$ cat config.mk
export PLATFORM = sky130hd
export DESIGN_NAME = card_supply_config_regs
export DESIGN_NICKNAME = d
export VERILOG_FILES = /design/src/logic/card_supply_pkg.sv /design/src/logic/card_supply_config_regs.sv /design/src/logic/sync2.sv
export SDC_FILE = /design/constraint.sdc
export NUM_CORES = 1
export LEC_CHECK = 0
export BUFFER_PORTS_ARGS = -buffer_cell sky130_fd_sc_hd__buf_2
export CAP_MARGIN = 20
export CORE_MARGIN = 4
export CORE_UTILIZATION = 40
export DETAILED_ROUTE_END_ITERATION = 8
export GPL_TIMING_DRIVEN = 0
export SYNTH_ARGS = -nofsm -noshare
export SYNTH_HDL_FRONTEND = slang
export SYNTH_SLANG_ARGS = --single-unit
$ cat constraint.sdc
create_clock -name clock -period 1.8 [get_ports clock]
set_input_delay 0.54 -clock clock [delete_from_list [all_inputs] [get_ports clock]]
set_output_delay 0.54 -clock clock [all_outputs]
set_load 0.01 [all_outputs]
$ cat src/logic/card_supply_pkg.sv
// card supply register bank: shared constants and carrier types
// assumes an 8-bit register access port provided by the host link decoder
package card_supply_pkg;
    localparam logic [7:0] CONV_CFG_RESET = 8'h00;
    localparam logic [7:0] BOOST_RESET = 8'h0F;
    localparam int OFF_BIT = 7;
    localparam int EVENT_BIT = 6;
    localparam int GOOD_BIT = 5;
    localparam int ZERO_BIT = 4;
    localparam int ADJ_BIT = 3;
    localparam int STEPUP_BIT = 2;
    localparam int SEL_HI = 1;
    localparam int SEL_LO = 0;
    localparam int BOOST_LO = 4;
    localparam int NUM_REG = 4;

    // voltage select codes
    typedef enum logic [1:0] {
        VSEL_OFF = 2'h0,
        VSEL_2V2 = 2'h1,
        VSEL_3V2 = 2'h2,
        VSEL_5V2 = 2'h3
    } vsel_t;

    // register selector on the access port
    typedef enum logic [1:0] {
        REG_CONV = 2'h0,
        REG_BOOST = 2'h1,
        REG_NONE = 2'h2
    } reg_sel_t;

    // access request from the host link
    typedef struct packed {
        logic wr;
        logic rd;
        reg_sel_t sel;
        logic [7:0] wdata;
    } reg_req_t;

    // converter controls to the analog side
    typedef struct packed {
        logic conv_on;
        logic deact_req;
        logic stepup_en;
        logic ovc_high;
        vsel_t vsel;
        logic [NUM_REG-1:0] reg_boost;
    } conv_ctrl_t;
endpackage

$ cat src/logic/card_supply_config_regs.sv
// second converter configuration and regulator boost registers
// assumes the host link decoder presents single-cycle rd/wr strobes
// Functional notes
// off bit stops converter, starts deactivation
// off bit clear keeps converter enabled
// event flag sets on voltage-good rising
// reading converter register clears event flag
// good bit mirrors synchronised voltage-good input
// host waits for good before activation
// host writes zero to bit four
// adjust bit raises overcurrent threshold
// step-up disable bit forces step-up off
// host sets disable without inductor
// select field decodes off, 2.2, 3.2, 5.2
// select change never deactivates cards
// host keeps voltage above active cards
// deactivation leaves select field unchanged
// converter register resets to zero
// boost bits raise regulator currents
// host keeps boost low bits at one
`timescale 1ns/100ps
module card_supply_config_regs (
    // clock and reset
    input wire logic clock,
    input wire logic rst_n,
    // register access
    input card_supply_pkg::reg_req_t req,
    output logic [7:0] rdata,
    output logic rvalid,
    // analog status
    input wire logic voltage_good_in,
    // converter controls
    output card_supply_pkg::conv_ctrl_t ctrl
);
    logic good_s;
    logic good_d1_q;
    logic off_q;
    logic adj_q;
    logic stepup_dis_q;
    logic [1:0] vsel_q;
    logic event_q;
    logic [3:0] boost_q;
    logic [3:0] boost_low_q;
    logic off_prev_q;
    logic conv_rd;
    logic conv_wr;
    logic boost_wr;
    logic good_rise;

    sync2 u_sync (
        .clock(clock),
        .rst_n(rst_n),
        .d(voltage_good_in),
        .q(good_s)
    );

    // access decode
    always_comb begin
        conv_rd = 1'b0;
        conv_wr = 1'b0;
        boost_wr = 1'b0;
        if (req.sel == card_supply_pkg::REG_CONV) begin
            conv_rd = req.rd;
            conv_wr = req.wr;
        end else if (req.sel == card_supply_pkg::REG_BOOST) begin
            boost_wr = req.wr;
        end
    end

    assign good_rise = good_s & ~good_d1_q;

    // writable converter fields; bit four is held zero
    always_ff @(posedge clock or negedge rst_n) begin
        if (!rst_n) begin
            off_q <= card_supply_pkg::CONV_CFG_RESET[card_supply_pkg::OFF_BIT];
            adj_q <= card_supply_pkg::CONV_CFG_RESET[card_supply_pkg::ADJ_BIT];
            stepup_dis_q <= card_supply_pkg::CONV_CFG_RESET[card_supply_pkg::STEPUP_BIT];
            vsel_q <= card_supply_pkg::CONV_CFG_RESET[card_supply_pkg::SEL_HI:0];
        end else if (conv_wr) begin
            off_q <= req.wdata[card_supply_pkg::OFF_BIT];
            adj_q <= req.wdata[card_supply_pkg::ADJ_BIT];
            stepup_dis_q <= req.wdata[card_supply_pkg::STEPUP_BIT];
            // only the host changes the select field
            vsel_q <= req.wdata[card_supply_pkg::SEL_HI:card_supply_pkg::SEL_LO];
        end
    end

    // voltage event flag: set wins over read clear
    always_ff @(posedge clock or negedge rst_n) begin
        if (!rst_n) begin
            good_d1_q <= 1'b0;
            event_q <= 1'b0;
        end else begin
            good_d1_q <= good_s;
            if (good_rise) begin
                event_q <= 1'b1;
            end else if (conv_rd) begin
                event_q <= 1'b0;
            end
        end
    end

    // regulator boost register
    always_ff @(posedge clock or negedge rst_n) begin
        if (!rst_n) begin
            boost_q <= card_supply_pkg::BOOST_RESET[7:card_supply_pkg::BOOST_LO];
            boost_low_q <= card_supply_pkg::BOOST_RESET[3:0];
        end else if (boost_wr) begin
            boost_q <= req.wdata[7:card_supply_pkg::BOOST_LO];
            boost_low_q <= req.wdata[3:0]; // stored as written, host keeps ones
        end
    end

    // read data and valid, registered
    always_ff @(posedge clock or negedge rst_n) begin
        if (!rst_n) begin
            rdata <= 8'h00;
            rvalid <= 1'b0;
        end else begin
            rvalid <= req.rd;
            if (conv_rd) begin
                rdata <= {off_q, event_q, good_s, 1'b0, adj_q, stepup_dis_q, vsel_q};
            end else if (req.rd && req.sel == card_supply_pkg::REG_BOOST) begin
                rdata <= {boost_q, boost_low_q};
            end else if (req.rd) begin
                rdata <= 8'h00;
            end
        end
    end

    // converter controls; deactivation pulses on off-bit rise only
    always_ff @(posedge clock or negedge rst_n) begin
        if (!rst_n) begin
            off_prev_q <= 1'b0;
            ctrl <= '0;
        end else begin
            off_prev_q <= off_q;
            ctrl.conv_on <= ~off_q;
            ctrl.deact_req <= off_q & ~off_prev_q;
            ctrl.stepup_en <= ~stepup_dis_q;
            ctrl.ovc_high <= adj_q;
            ctrl.vsel <= card_supply_pkg::vsel_t'(vsel_q);
            ctrl.reg_boost <= boost_q;
        end
    end
endmodule

$ cat src/logic/sync2.sv
// two-flop synchroniser for the analog voltage-good level
// assumes the input is asynchronous to clock
`timescale 1ns/100ps
module sync2 (
    // clock and reset
    input wire logic clock,
    input wire logic rst_n,
    // level in and out
    input wire logic d,
    output logic q
);
    logic meta_q;

    // first flop read only by the second
    always_ff @(posedge clock or negedge rst_n) begin
        if (!rst_n) begin
            meta_q <= 1'b0;
            q <= 1'b0;
        end else begin
            meta_q <= d;
            q <= meta_q;
        end
    end
endmodule
# After elaboration in Yosys (flattened, before gate mapping)
# Cells that the tools add are included.
[word_totals]
reg_bits = 37
latch_bits = 0
ram_bits = 0
rom_bits = 0
inputBits = 15
out_inout_bits = 19
wordCells = 39
mem_count = 0
[op_classes]
addsub = 0
n_mul = 0
n_div = 0
n_lt_le_gt_ge = 0
n_eq_ne = 1
shifts = 0
muxes = 9
bitwise = 6
reduce_logical = 4
[op_table]
columns = ["op", "count"]
rows = [
  ["8-bit 2-to-1 mux", 3],
  ["1-bit 2-to-1 mux", 6],
  ["1-bit NOT", 4],
  ["3-bit nonzero test", 1],
  ["1-bit AND", 2],
  ["2-bit by 1-bit == test with 1-bit output (second input constant)", 1],
  ["2-bit zero test", 1],
  ["2-bit nonzero test", 1],
  ["1-bit logical AND", 1],
]

# Longest topological paths before layout
[logic_depth]
depth_word = 4
ltp_mapped = 3
depth_no_buf = 2

# Modules after synthesis
# A second synthesis with hierarchy kept.
[hier_totals]
cells_unflattened = 87
hier_area_um2 = 1331.3
[modules_own_cells]
columns = ["mod", "n_inst", "cells_per_inst", "area_per_inst_um2", "seq_area_each_um2"]
rows = [
  ["card_supply_config_regs", 1, 85, 1281.2, 880.8],
  ["sync2", 1, 2, 50.0, 50.0],
]

# Least setup slack after synthesis
# Ideal clock, no wire load.
[synth_path]
path_kind = "input-to-reg"
from = "input port req[8] (netlist bit)"
to = "register adj_q"
setup_time_ps = 125
arrival_ps = 1155
required_ps = 1675
setup_slack_ps = 520
stages = 2
cell_sequence = "nor3b_4 > mux2_2"
[synth_between]
elab_chain_cells = 2
[synth_lines]
columns = ["element", "line_no", "text"]
rows = [
  ["start, declared", "card_supply_config_regs.sv:27", "input card_supply_pkg::reg_req_t req,"],
  ["2-bit zero test", "card_supply_config_regs.sv:62", "if (req.sel == card_supply_pkg::REG_CONV) begin"],
  ["1-bit 2-to-1 mux", "card_supply_config_regs.sv:62", ""],
  ["end signal, assigned", "card_supply_config_regs.sv:76", "adj_q <= card_supply_pkg::CONV_CFG_RESET[card_supply_pkg::ADJ_BIT];"],
  ["end signal, assigned", "card_supply_config_regs.sv:81", "adj_q <= req.wdata[card_supply_pkg::ADJ_BIT];"],
  ["end, declared", "card_supply_config_regs.sv:38", "logic adj_q;"],
]
# No other way between the ends.
# A chain may end at the register's enable or synchronous reset.

# Final worst setup path
[layout_path]
from = "register rdata[0]"
to = "output port rdata[0]"
[layout_rtl]
columns = ["element", "line_no", "text"]
rows = [
  ["start, declared", "card_supply_config_regs.sv:28", "output logic [7:0] rdata,"],
  ["start signal, assigned", "card_supply_config_regs.sv:122", "rdata <= {off_q, event_q, good_s, 1'b0, adj_q, stepup_dis_q, vsel_q};"],
  ["start signal, assigned", "card_supply_config_regs.sv:124", "rdata <= {boost_q, boost_low_q};"],
]
# No word-level cell between the ends.

==> out/results.ini <==
[timing]
tns_ns = 0
worst_slack_ns = 0.381
slew_viol_final = 0
tightest_slew_ns = 0.772
rsz0062_at_grt = false
period_minus_slack_ns = 1.42
hold_viol = 0
slew_headroom = 0.486
fin_crit_sh = 0.788
skew_ns = 0.00274
max_freq_mhz = 705
finalSetupViolCount = 0

[synth]
yosysWarnings = 0
syn_avg_cell_area_sq_um = 15.3
synth_cells = 87
synth_ff_type = dfrtp_1
yosysSeqAreaShare = 0.699
ys_async_sr_fraction = 1.00
synth_fp_nets = 102
yosys.area.top_type_share = 0.620
synthTopCellsByCount = 33 x dfrtp_1, 13 x mux2_2, 12 x inv_1, 8 x o22ai_1, 7 x mux2i_1
synth_seq_cells = 37
yosysMostFrequentCell = dfrtp_1
yosysTopAreaCell = dfrtp_1
mappedNetlistArea_sq_um = 1330
yosys-top-cells-area = dfrtp_1 62%, mux2_2 11%, dfstp_2 7.9%, mux2i_1 5.3%, o22ai_1 3.8%
synth_edf_count = 0
synthDistinctLibCells = 15

[critical_path]
cp.required_ns = 1.26
worst-path-buf-inv = 1
arrival_ns = 0.88
cp-start-kind = flip-flop
crit_family = flip-flops
cp_max_fo = 2
critPathCaptureType = output pin
criticalPathCategory = reg -> out
crit_chain = buf_2
cpPeakStageDelay_ns = 0.40
crit_slowest_cell = dfrtp_1

[global_routing]
antenna_found_initial = 0
grt_pass1_vias = 826
grt_pass1_wl_um = 3860
overflow = 0
grt_max_degree = 38
grtUsageTotal = 0.122

[cts]
clock_path_buffers = 2
cts_buffers = 5
cts_setup_buffers = 0
cts_max_level = 2
cts_tree = built
cts.clk_slew.worst_paths_ns = 0.10
cts_resized = 0
clock-sinks = 37
cts_root_buf = clkbuf_4
holdBufCountCts = 0
worstSkewPairLatency_ns = 0.33

[drt]
drc_errors = 0
final_antenna_net_count = 0
vias = 787
wl_um = 2210
dr.pass1.iters = 4
vias_per_cell = 4.58
wire_per_inst_um = 12.9
dr.first_iter.drc_count = 18

[placement]
pre_cts_ws_ns = 0.248
port_buffers = 33
gp_congestion = 0.661
hpwlAfterDp_um = 1560

[status]
status = completed

[finish]
drive_above_1_share = 0.461
antenna_cells = 0
fill_cells = 293
area_delta_synth_final_pct = 21.0
nNetsFinal = 142
multiInputGateArea_sq_um = 337
ff_latch_area_sq_um = 931

[run]
max_cap_viol_count = 0

[die]
rows = 20
core-area_sq_um = 3130
chipHeight_um = 65.7
ioPinCount = 34
start_util = 0.426
dieArea_sq_um = 4320
die_x_um = 65.7

[pwr]
peakVddDrop_mv = 0.531
power_density_nw_per_um2 = 1080
p_leak_nw = 0.797

[worst_hold_path]
hold_path_class = in -> async

[cell families after synthesis]
logic type	after synthesis	synth area share
AO/OA/AOI/OAI	9	0.0414
buffers and inverters	15	0.0479
AND/OR/NAND/NOR	6	0.0489
multiplexers	20	0.163
flip-flops	37	0.699
[flip-flops by register name (all words and copies together) (netlist names)]
| register | count |
|---|---|
| event_q | 1 |
| boost_q | 4 |
| boost_low_q | 4 |
| u_sync.meta_q | 1 |
| stepup_dis_q | 1 |
| good_d1_q | 1 |
| rvalid | 1 |
| off_prev_q | 1 |
| ctrl | 10 |
| u_sync.q | 1 |
| adj_q | 1 |
| rdata | 8 |
| vsel_q | 2 |
| off_q | 1 |
[cells in the final DEF (no fill, tap or decap), types with 4 or more instances in the layout]
cell type  instances
dfrtp_1           33
buf_2             33
mux2_2            13
inv_1             12
o22ai_1            8
mux2i_1            7
clkbuf_4           5
clkbuf_1           4
dfstp_2            4
[final cells by class]
cell class,instances,area share
inverter,12,0.0280
tap,44,0.0342
clock buffer,8,0.0365
timing repair buffer,33,0.103
sequential,37,0.578
buffer,3,0.0117
multi-input combinational,35,0.209
[routing by layer]
layer	routed length, um	GRT usage	vias up
li1	-	-	372
met1	893	0.137	384
met2	1110	0.195	26
met3	165	0.0650	5
met4	42	0.0466	0
met5	0	0	-
[power by group]
group	switching (mW)	internal, mW	total, mW
Combinational	0.137	0.138	0.274
Clock	0.246	0.193	0.439
Sequential	0.0590	0.974	1.03
[per-stage QoR]
stage | util | cells | hold slack (ns) | instance area [sq um] | power [mW]
global placement | 0.496 | 164 | 0.336 | 1550 | 1.32
finish | 0.515 | 172 | 0.271 | 1610 | 1.75
global route | 0.515 | 172 | 0.291 | 1610 | 1.85
detailed placement | 0.496 | 164 | 0.341 | 1550 | 1.33
floorplan | - | 87 | 0.244 | 1330 | 1.20
CTS | 0.515 | 172 | 0.293 | 1610 | 1.77
[path summary, 6_finish.rpt]
kind,from,end,slack (ns),depth (start not counted)
worst min register to register,u_sync.meta_q$_DFF_PN0_,u_sync.q$_DFF_PN0_,0.36,0
worst min-delay path,rst_n,rdata[5]$_DFFE_PN0P_,0.27,1
max in group asynchronous,rst_n,vsel_q[1]$_DFFE_PN0P_,1.03,1
min in group clock,voltage_good_in,u_sync.meta_q$_DFF_PN0_,0.31,1
worst max register to register,off_q$_DFFE_PN0P_,off_q$_DFFE_PN0P_,1.01,1
worst max-delay path,rdata[0]$_DFFE_PN0P_,rdata[0],0.38,1
(Power assumes the default switching activity.)
